[src/hdl/bcdrtc_pkg.sv]
// Constants for the BCD calendar clock with retained user registers.
// Assumes one 250 MHz system clock; the RTC pulse is divided from it.
package bcdrtc_pkg;
  // Clock rates and the RTC pulse divider
  localparam int SYS_HZ = 250_000_000;
  localparam int RTCCLK_HZ = 32768;
  localparam int RTC_DIV = SYS_HZ / RTCCLK_HZ;
  localparam int PRESC_W = 16;
  localparam int SUB_W = 15;
  localparam int CALWIN_W = 20;
  // Register byte offsets
  localparam int ADDR_W = 7;
  localparam logic [6:0] A_TIME = 7'h00;
  localparam logic [6:0] A_DATE = 7'h04;
  localparam logic [6:0] A_CTRL = 7'h08;
  localparam logic [6:0] A_SUB = 7'h0C;
  localparam logic [6:0] A_SHIFT = 7'h10;
  localparam logic [6:0] A_CAL = 7'h14;
  localparam logic [6:0] A_ALRA = 7'h18;
  localparam logic [6:0] A_ALRB = 7'h1C;
  localparam logic [6:0] A_TSTIME = 7'h20;
  localparam logic [6:0] A_TSDATE = 7'h24;
  localparam logic [6:0] A_STS = 7'h28;
  localparam logic [6:0] A_CLR = 7'h2C;
  localparam logic [6:0] A_IEN = 7'h30;
  localparam int BKP_SEL = 6;
  localparam int N_BKP = 16;
  // Control bits
  localparam int CTRL_W = 12;
  localparam int C_FMT12 = 0;
  localparam int C_REFEN = 1;
  localparam int C_REF60 = 2;
  localparam int C_TAMPTS = 3;
  localparam int C_ALRA = 4;
  localparam int C_ALRB = 5;
  localparam int C_TAMPEN = 6;
  localparam int C_TSEN = 9;
  localparam int C_FLT = 10;
  // Status, clear and enable bits
  localparam int STS_W = 6;
  localparam int ST_ALRA = 0;
  localparam int ST_ALRB = 1;
  localparam int ST_TAMP = 2;
  localparam int ST_TS = 5;
  localparam int N_TAMP = 3;
  // Calibration field
  localparam int CAL_MAG_W = 9;
  localparam int CAL_PLUS = 15;
  // Reference edges per second, minus one
  localparam logic [5:0] REF50_LAST = 6'h31;
  localparam logic [5:0] REF60_LAST = 6'h3B;
  // Calendar reset values
  localparam logic [7:0] RST_DATE = 8'h01;
  localparam logic [7:0] RST_MON = 8'h01;
  localparam logic [2:0] RST_WDAY = 3'h1;
endpackage

[src/hdl/bcdrtc_top.sv]
// BCD calendar clock with alarms, tamper, timestamp and retained registers.
// Assumes a plain register port in the system clock domain and
// tamper, timestamp and reference pins asynchronous to that clock.
// What this block does
// Sixteen retained 32-bit user registers
// User registers survive every reset
// BCD calendar from subseconds to years
// Hours in 12 or 24 hour form
// Mains reference disciplines seconds when enabled
// Month length with leap February
// Two alarms able to wake chip
// Shift count by 1 to 32767 pulses
// Digital calibration adds or removes pulses
// Three tamper inputs with programmable filter
// Tamper event can wake chip
// Timestamp captures calendar on pin or tamper
// Timestamp event can wake chip
// Alarm flag sticks until software clears
module bcdrtc_top #(
  parameter int RTC_DIV_CYC = bcdrtc_pkg::RTC_DIV
) (
  // Clock and reset
  input wire logic i_clk_sys,
  input wire logic i_resetn,
  // Register port
  input wire logic [bcdrtc_pkg::ADDR_W-1:0] i_addr,
  input wire logic [31:0] i_wdata,
  input wire logic i_wr,
  input wire logic i_rd,
  output logic [31:0] o_rdata,
  // Event pins
  input wire logic [bcdrtc_pkg::N_TAMP-1:0] i_tamper,
  input wire logic i_tstamp,
  input wire logic i_refclk,
  // Interrupt and wake
  output logic o_irq,
  output logic o_wakeup
);
  import bcdrtc_pkg::*;

  typedef struct packed {
    logic [PRESC_W-1:0] presc;
    logic [SUB_W-1:0] sub;
    logic [CALWIN_W-1:0] calwin;
    logic [5:0] refcnt;
    logic [7:0] sec;
    logic [7:0] min;
    logic [7:0] hour;
    logic pm;
    logic [2:0] wday;
    logic [7:0] date;
    logic [7:0] mon;
    logic [7:0] year;
    logic [CTRL_W-1:0] ctrl;
    logic [15:0] cal;
    logic [31:0] alra;
    logic [31:0] alrb;
    logic [31:0] tstime;
    logic [31:0] tsdate;
    logic [STS_W-1:0] sts;
    logic [STS_W-1:0] ien;
    logic [4:0] s1;
    logic [4:0] s2;
    logic [4:0] prv;
    logic [N_TAMP-1:0][3:0] fcnt;
    logic [31:0] rdata;
    logic irq;
    logic wake;
  } bcdrtc_state_t;

  localparam bcdrtc_state_t ST_RST = '{date: RST_DATE, mon: RST_MON,
                                       wday: RST_WDAY, default: '0};

  bcdrtc_state_t q;
  bcdrtc_state_t n;
  logic [31:0] bkp [N_BKP];
  logic rtc_pls;
  logic cal_act;
  logic [1:0] inc;
  logic [16:0] sum;
  logic tick;
  logic day_end;
  logic ts_trig;
  logic [3:0] lim;
  logic [STS_W-1:0] ev;
  logic [STS_W-1:0] clr;
  logic [31:0] time_w;
  logic [31:0] date_w;

  // BCD step with wrap from top back to bottom
  function automatic logic [7:0] bcd_inc(input logic [7:0] v, input logic [7:0] top,
                                         input logic [7:0] bot);
    if (v == top) begin
      bcd_inc = bot;
    end else if (v[3:0] == 4'h9) begin
      bcd_inc = {v[7:4] + 4'h1, 4'h0};
    end else begin
      bcd_inc = {v[7:4], v[3:0] + 4'h1};
    end
  endfunction

  // Last date of the month; BCD year divisible by four is a leap year
  function automatic logic [7:0] last_day(input logic [7:0] m, input logic [7:0] y);
    logic leap;
    leap = y[4] ? (y[3:0] == 4'h2 || y[3:0] == 4'h6) :
           (y[3:0] == 4'h0 || y[3:0] == 4'h4 || y[3:0] == 4'h8);
    case (m)
      8'h02: last_day = leap ? 8'h29 : 8'h28;
      8'h04, 8'h06, 8'h09, 8'h11: last_day = 8'h30;
      default: last_day = 8'h31;
    endcase
  endfunction

  // Alarm compare; a set mask bit makes that field a don't care
  function automatic logic alr_hit(input logic [31:0] a, input bcdrtc_state_t c);
    alr_hit = (a[7] || a[6:0] == c.sec[6:0]) &&
              (a[15] || a[14:8] == c.min[6:0]) &&
              (a[23] || a[22:16] == {c.pm, c.hour[5:0]}) &&
              (a[31] || a[29:24] == c.date[5:0]);
  endfunction

  // Next-state logic for the whole block except the retained bank
  always_comb begin
    n = q;
    ev = '0;
    tick = 1'b0;
    day_end = 1'b0;
    // Two-flop synchronisers, then a third stage for edge detection
    n.s1 = {i_refclk, i_tstamp, i_tamper};
    n.s2 = q.s1;
    n.prv = q.s2;
    // RTC pulse divider from the system clock
    rtc_pls = (q.presc == PRESC_W'(RTC_DIV_CYC - 1));
    n.presc = rtc_pls ? '0 : q.presc + 16'h0001;
    // Over a 2^20 pulse window the first calm pulses are doubled or dropped
    cal_act = rtc_pls && (q.calwin < CALWIN_W'(q.cal[CAL_MAG_W-1:0]));
    if (rtc_pls) begin
      n.calwin = q.calwin + 20'h00001;
    end
    inc = !rtc_pls ? 2'h0 : !cal_act ? 2'h1 : q.cal[CAL_PLUS] ? 2'h2 : 2'h0;
    // A shift write advances the subsecond count at once
    sum = {2'h0, q.sub} + 17'(inc) +
          ((i_wr && i_addr == A_SHIFT) ? {2'h0, i_wdata[SUB_W-1:0]} : 17'h00000);
    n.sub = sum[SUB_W-1:0];
    if (!q.ctrl[C_REFEN]) begin
      tick = |sum[16:15];
    end else if (q.s2[4] && !q.prv[4]) begin
      // Reference edges set the second and realign the subseconds
      if (q.refcnt == (q.ctrl[C_REF60] ? REF60_LAST : REF50_LAST)) begin
        n.refcnt = '0;
        n.sub = '0;
        tick = 1'b1;
      end else begin
        n.refcnt = q.refcnt + 6'h01;
      end
    end
    // Calendar carry chain
    if (tick) begin
      n.sec = bcd_inc(q.sec, 8'h59, 8'h00);
      if (q.sec == 8'h59) begin
        n.min = bcd_inc(q.min, 8'h59, 8'h00);
        if (q.min == 8'h59) begin
          if (q.ctrl[C_FMT12]) begin
            // 12-hour form runs 12, 01 .. 11; the AM/PM bit flips at 11 to 12
            if (q.hour == 8'h11) begin
              n.hour = 8'h12;
              n.pm = ~q.pm;
              day_end = q.pm;
            end else begin
              n.hour = bcd_inc(q.hour, 8'h12, 8'h01);
            end
          end else begin
            n.hour = bcd_inc(q.hour, 8'h23, 8'h00);
            day_end = (q.hour == 8'h23);
          end
        end
      end
    end
    if (day_end) begin
      n.wday = (q.wday == 3'h7) ? 3'h1 : q.wday + 3'h1;
      if (q.date == last_day(q.mon, q.year)) begin
        n.date = 8'h01;
        n.mon = bcd_inc(q.mon, 8'h12, 8'h01);
        if (q.mon == 8'h12) begin
          n.year = bcd_inc(q.year, 8'h99, 8'h00);
        end
      end else begin
        n.date = bcd_inc(q.date, 8'h31, 8'h01);
      end
    end
    // Alarms look at the calendar value just entered
    ev[ST_ALRA] = tick && q.ctrl[C_ALRA] && alr_hit(q.alra, n);
    ev[ST_ALRB] = tick && q.ctrl[C_ALRB] && alr_hit(q.alrb, n);
    // Tamper filter: input must stay high for lim RTC pulses
    lim = 4'(1 << q.ctrl[C_FLT+:2]);
    for (int i = 0; i < N_TAMP; i++) begin
      if (!q.s2[i]) begin
        n.fcnt[i] = '0;
      end else if (rtc_pls && q.fcnt[i] != lim) begin
        n.fcnt[i] = q.fcnt[i] + 4'h1;
        ev[ST_TAMP+i] = (q.fcnt[i] == lim - 4'h1) && q.ctrl[C_TAMPEN+i];
      end
    end
    // Timestamp on pin rising edge, or on tamper when selected
    time_w = {9'h000, q.pm, q.hour[5:0], 1'b0, q.min[6:0], 1'b0, q.sec[6:0]};
    date_w = {8'h00, q.year, q.wday, q.mon[4:0], 2'h0, q.date[5:0]};
    ts_trig = (q.s2[3] && !q.prv[3] && q.ctrl[C_TSEN]) ||
              (q.ctrl[C_TAMPTS] && |ev[ST_TAMP+:N_TAMP]);
    if (ts_trig) begin
      n.tstime = time_w;
      n.tsdate = date_w;
      ev[ST_TS] = 1'b1;
    end
    // Register writes; a calendar write wins over the carry
    if (i_wr) begin
      case (i_addr)
        A_TIME: begin
          n.sec = {1'b0, i_wdata[6:0]};
          n.min = {1'b0, i_wdata[14:8]};
          n.hour = {2'h0, i_wdata[21:16]};
          n.pm = i_wdata[22];
          n.sub = '0;
        end
        A_DATE: begin
          n.date = {2'h0, i_wdata[5:0]};
          n.mon = {3'h0, i_wdata[12:8]};
          n.wday = i_wdata[15:13];
          n.year = i_wdata[23:16];
        end
        A_CTRL: n.ctrl = i_wdata[CTRL_W-1:0];
        A_CAL: n.cal = i_wdata[15:0];
        A_ALRA: n.alra = i_wdata;
        A_ALRB: n.alrb = i_wdata;
        A_IEN: n.ien = i_wdata[STS_W-1:0];
        default: ;
      endcase
    end
    // Sticky flags: a new event wins over a clear in the same cycle
    clr = (i_wr && i_addr == A_CLR) ? i_wdata[STS_W-1:0] : '0;
    n.sts = (q.sts & ~clr) | ev;
    // Read data stands for one cycle only
    n.rdata = '0;
    if (i_rd) begin
      case (i_addr)
        A_TIME: n.rdata = time_w;
        A_DATE: n.rdata = date_w;
        A_CTRL: n.rdata = 32'(q.ctrl);
        A_SUB: n.rdata = 32'(q.sub);
        A_CAL: n.rdata = 32'(q.cal);
        A_ALRA: n.rdata = q.alra;
        A_ALRB: n.rdata = q.alrb;
        A_TSTIME: n.rdata = q.tstime;
        A_TSDATE: n.rdata = q.tsdate;
        A_STS: n.rdata = 32'(q.sts);
        A_IEN: n.rdata = 32'(q.ien);
        default: n.rdata = i_addr[BKP_SEL] ? bkp[i_addr[5:2]] : 32'h00000000;
      endcase
    end
    // Interrupt follows enabled flags; wake follows any pending flag
    n.irq = |(n.sts & n.ien);
    n.wake = |n.sts;
  end

  // State register
  always_ff @(posedge i_clk_sys or negedge i_resetn) begin
    if (!i_resetn) begin
      q <= ST_RST;
    end else begin
      q <= n;
    end
  end

  // Retained bank has no reset so contents outlive any reset
  always_ff @(posedge i_clk_sys) begin
    if (i_wr && i_addr[BKP_SEL]) begin
      bkp[i_addr[5:2]] <= i_wdata;
    end
  end

  // Outputs straight from flops
  assign o_rdata = q.rdata;
  assign o_irq = q.irq;
  assign o_wakeup = q.wake;
endmodule

[config.mk]
export PLATFORM = sky130hd
export DESIGN_NAME = bcdrtc_top
export DESIGN_NICKNAME = d
export VERILOG_FILES = /design/src/hdl/bcdrtc_pkg.sv /design/src/hdl/bcdrtc_top.sv
export SDC_FILE = /design/constraint.sdc
export NUM_CORES = 1
export LEC_CHECK = 0
export BUFFER_PORTS_ARGS = -buffer_cell sky130_fd_sc_hd__buf_2
export CORE_ASPECT_RATIO = 2
export CORE_MARGIN = 1
export CORE_UTILIZATION = 30
export DETAILED_ROUTE_END_ITERATION = 10
export PLACE_DENSITY = 0.53
export SYNTH_ARGS = -nofsm -noshare
export SYNTH_HDL_FRONTEND = slang
export SYNTH_SLANG_ARGS = --single-unit
[constraint.sdc]
create_clock -name i_clk_sys -period 6.9 [get_ports i_clk_sys]
set_input_delay 1.035 -clock i_clk_sys [delete_from_list [all_inputs] [get_ports i_clk_sys]]
set_output_delay 1.035 -clock i_clk_sys [all_outputs]
set_load 0.02 [all_outputs]
**Yosys cells after proc, flatten, opt, wreduce, memory -nomap -nowiden**

Memories as Yosys holds them, arrays and structs flattened.
Cells that the tools add are included.

- $add $sub $neg: 22
- Magnitude comparators: 1
- Equality and inequality tests: 56
- Shifts and indexed selects: 1
- Muxes and demuxes: 77
- Bitwise gates (word level): 5
- Reduce and logical (&&, ||, !) cells: 50

Operators with widths:

| operator | number |
|---|---|
| $pmux 32 s11 | 1 |
| $mux 144 | 1 |
| $mux 8 | 18 |
| $mux 32 | 4 |
| $mux 15 | 6 |
| $add 4x1->4 const B | 15 |
| $mux 27 | 2 |
| $mux 25 | 2 |
| $mux 16 | 3 |
| $eq 7x7->1 | 6 |
| $eq 7x6->1 const B | 5 |
| $eq 8x5->1 const B | 4 |
| $eq 4x4->1 const B | 7 |
| $eq 7x5->1 const B | 4 |
| $mux 4 | 7 |
| $logic_and 1x1->1 | 24 |
| $mux 6 | 4 |
| $mux 1 | 21 |
| $add 20x1->20 const B | 1 |
| $lt 20x9->1 | 1 |
| $eq 6x6->1 | 3 |
| $add 16x15->17 | 1 |
| $mux 17 | 1 |
| $add 15x2->16 | 1 |
| 39 further kinds | 70 |

- Register bits after elaboration: 317
- Bits in writable memories: 512
- Output and inout bits: 34
- Logic and storage cells: 242
- Memories: 1

Memories:

| memory | words | bits a word | rd ports | clocked after memory_dff | write ports | line | source |
|---|---|---|---|---|---|---|---|
| bkp | 16 | 32 | 1 | 0 | 1 | bcdrtc_top.sv:76 | `logic [31:0] bkp [N_BKP];` |

**Logic depth before layout (Yosys ltp)**

- Depth after elaboration: 20
- Gate-level depth with buffers: 29
- Depth with buffers taken out: 27

**Worst setup path after synthesis**

No wires, ideal clock.

- Kind: input -> register
- Start point: in i_addr[4] (netlist bit)
- End point: reg q (netlist bit o_irq)
- Arrival: 6.012 ns
- Setup slack: 0.748 ns
- Stages: 21
- Buffers on the path: 4
- Cell sequence: buf_1 > clkbuf_1 > and4_1 > clkbuf_1 > nand2_1 > fa_1 > inv_1 > ha_1 > fa_1 > a21oi_1 > o21ai_1 > o211ai_2 > a31oi_1 > buf_4 > a21oi_2 > o21ai_1 > a22o_2 > xnor2_1 > a41o_1 > a32oi_1 > o221ai_2

RTL lines:

| what | line | source |
|---|---|---|
| start, declared | bcdrtc_top.sv:26 | `input wire logic [bcdrtc_pkg::ADDR_W-1:0] i_addr,` |
| end signal, assigned | bcdrtc_top.sv:269 | `q <= n;` |
| end, declared | bcdrtc_top.sv:74 | `bcdrtc_state_t q;` |

==> summary.txt <==
Detailed routing
  – DRT iter0 DRCs: 1648
  – Remaining DRCs: 0
  – Final WL: 114 mm
  – Per-cell routed wire length: 27.1 um
  – Vias per inst: between 5 and 6
  – Post-route ant nets: 0
  – 1st-pass router iterations: 6
  – Via Count: 22600

Synthesis
  – Seq/Total Area, Yosys: 62.4%
  – Mapped Cells: roughly 2500
  – Synth top area cells: edfxtp_1 (41%), dfrtp_1 (21%), mux4_2 (10%)
  – Syn Nets: 2641
  – Synthesis warning total: 0
  – Unique masters post-synth: 99
  – EDFF count, synth: 512
  – FFs w/ async S/R, synth: 38.0%
  – Synthesized area per cell: between 10 and 15 um2
  – #FFs+latches synth: 826
  – Synth top area share: 41.3%
  – Mapped Area: between 30000 and 40000 um2
  – Yosys top cell by area: edfxtp_1
  – Post-synth top flop: edfxtp_1
  – Most frequent cells after synthesis: edfxtp_1 (512), dfrtp_1 (311), nor2_1 (173)
  – Most numerous cell in the Yosys netlist: edfxtp_1

Setup path
  – Nature of the critical path startpoint: flip-flop
  – FF-to-FF path depth: 26
  – CP max-delay cell: fa_1
  – Arr. time, crit path: 7.16 ns
  – Crit Path Class: flip-flop to flip-flop
  – Critical path's top delay family: compound AO/OA/AOI/OAI gates
  – Worst EP required: 7.48 ns
  – Levels on crit path: 26
  – Crit. End Element: flip-flop
  – Max stage delay on crit path: 0.51 ns
  – Max FO, Critical Path: 8
  – Buffers & Inverters on Critical Path: 1

Die
  – FP Rows: 182
  – Starting Density: 30.3%
  – Num ports: 82
  – Core area: 123000 um2
  – Total die area: about 130000 um2
  – Die width: 251 um
  – Die Y: 500 um

Outcome
  – Outcome: completed

Power
  – PwrDens: between 200 and 300 nW/um2
  – Leak: 15.6 nW
  – Worst vdd ir: approximately 0.15 mV

STA
  – Worst-Margin Slew: 1.17 ns
  – PnR worst setup slack: 0.326 ns
  – Period minus WS final: 6.57 ns
  – Slew Limit Fails: 0
  – Tcrit/Tclk final: 95.3%
  – Unrepaired setup endpoints after global routing: false
  – Skew final: 0.0304 ns
  – Normalized max-slew margin: ~22%
  – Setup Viol. Count Final: 0
  – Max Clk Rate: 152 MHz
  – Final Hold Viols: 0
  – Setup_tns: 0 ns

Place
  – Port bufs: 81
  – Dpl hpwl: between 70 and 80 mm
  – Pre-CTS WS: 0.281 ns
  – GPL Wtd Cong: 0.933

Cells and area
  – Util after Layout: 34.2%
  – Layout fillers: around 12000
  – Share of layout cells above drive strength 1: 23.5%
  – Area Growth Syn to Fin: 12.9%
  – Final #Nets: 2694
  – Seq. cell area: 23200 um2
  – Multi-input gate area: 13200 um2

Clock tree
  – H-tree Lvls: 3
  – Clk root buf: clkbuf_16
  – Clock sinks: 826
  – CTS max path bufs: 3
  – Reg clk slew, reported paths: roughly 0.07 ns
  – CTS tree: yes
  – Skew-Pair Late Insertion Delay: 0.68 ns
  – TritonCTS Buffers: between 70 and 80
  – Hold Buf Count CTS: 0

Global routing
  – Tot GR Track Use: ~18%
  – Remaining Overflow, GRT: 0
  – First-pass GRT wire length: 166 mm
  – Number of global-route vias before repair: 23900
  – Initial antenna violation count: 14
  – Largest net degree at the start of global routing: 150

Job
  – MaxCap Viol Count: 0

Worst hold path
  – Hold Path Class: input port to asynchronous set/reset pin
power by group:
part	switching, mW	internal (mW)
combinational	0.532	0.390
clock	1.95	2.32
sequential	0.250	5.44
total	2.73	8.16
state kept, by name, summed over array words and instances, names as in the netlist:
register  cells
q           248
bkp         512
n            10
date_w       22
o_wakeup      1
o_rdata      32
o_irq         1
worst register-to-register path, cell delays in order (launching register included):
cell and delay, ns:
dfrtp_1 0.42, ha_1 0.29, a21o_1 0.15, a21o_1 0.17, a21o_1 0.17, a21o_1 0.18, a21oi_1 0.19, nor2b_1 0.07
o21ai_0 0.16, nand2b_1 0.08, a21oi_1 0.21, nand3_1 0.12, fa_1 0.51, inv_1 0.04, ha_1 0.22, fa_1 0.48
a21oi_1 0.23, o21ai_1 0.14, o211ai_2 0.35, a221oi_4 0.20, o21ai_1 0.44, mux2i_1 0.31, xor2_1 0.26, nand4b_1 0.25
a21oi_1 0.42, a32oi_2 0.22, o221ai_2 0.19
what timing repair did:
item,4_1_cts,5_1_grt
setup endpoints to repair,0,3
buffers inserted,0,2
gates resized for setup,0,4
kinds of logic after synthesis:
kind of cell / after synthesis / synth area share (%)
flops: 826 / 62.4
fa+ha+maj: 67 / 2.31
xor+xnor: 113 / 2.66
mux: 324 / 14.8
buf+inv: 213 / 2.54
simple gates: 594 / 7.85
compound gates: 389 / 7.46
stage by stage:
stage / total power [mW] / area (um2) / instances / hold slack (ns)
final: 10.9 / 42000 / 4204 / 0.308
after global routing: 11.2 / 42000 / 4201 / 0.345
after CTS: 11.0 / 42000 / 4198 / 0.319
after detailed placement: 6.72 / 39500 / 4066 / 0.338
after global placement: 6.71 / 39500 / 4066 / 0.338
after floorplan: 6.29 / 37200 / 2526 / 0.331
path summary, 6_finish.rpt:
check | from | end | slack (ns)
setup reg to reg | q[288]$_DFFE_PN0N_ | o_irq$_DFF_PN0_ | 0.33
hold / removal | i_resetn | o_rdata[11]$_DFF_PN0_ | 0.31
setup / recovery | q[288]$_DFFE_PN0N_ | o_irq$_DFF_PN0_ | 0.33
min in group i_clk_sys | n[54]$_DFF_PN0_ | n[49]$_DFF_PN0_ | 0.35
hold reg to reg | n[54]$_DFF_PN0_ | n[49]$_DFF_PN0_ | 0.35
max in group asynchronous | i_resetn | q[153]$_DFFE_PN0P_ | 5.16
layout by cell type, fill, tap and decap left out, types with 42 or more instances in the layout:
master and instances:
ha_1 64, buf_2 77, nand3_1 42, o21ai_0 81, nand2_1 167, mux4_2 166, inv_1 46, nor2_1 153
xnor2_1 68, clkbuf_16 73, mux2_2 129, edfxtp_1 512, dfrtp_1 311, a21oi_1 73, buf_4 60, xor2_1 45
cell type report:
cell class | count | share of cell area (%)
antenna | 4 | 0.0238
clock buffer | 99 | 4.83
clock inverter | 33 | 0.959
inverter | 46 | 0.411
multi-input combinational | 1487 | 31.5
sequential | 826 | 55.3
tap | 1564 | 4.66
timing repair buffer | 145 | 2.33
per-layer routing:
metal | wire (um) | share of wire, % | up-vias | GRT usage (%)
li1 | - | - | 9782 | -
met5 | 103 | 0.090 | - | 0
met3 | 4750 | 4.2 | 296 | 2.69
met1 | 40100 | 35 | 11800 | 18.9
met2 | 61800 | 54 | 664 | 34.3
met4 | 7330 | 6.4 | 16 | 11.0
Note: power is estimated with default switching activity, not from simulation.
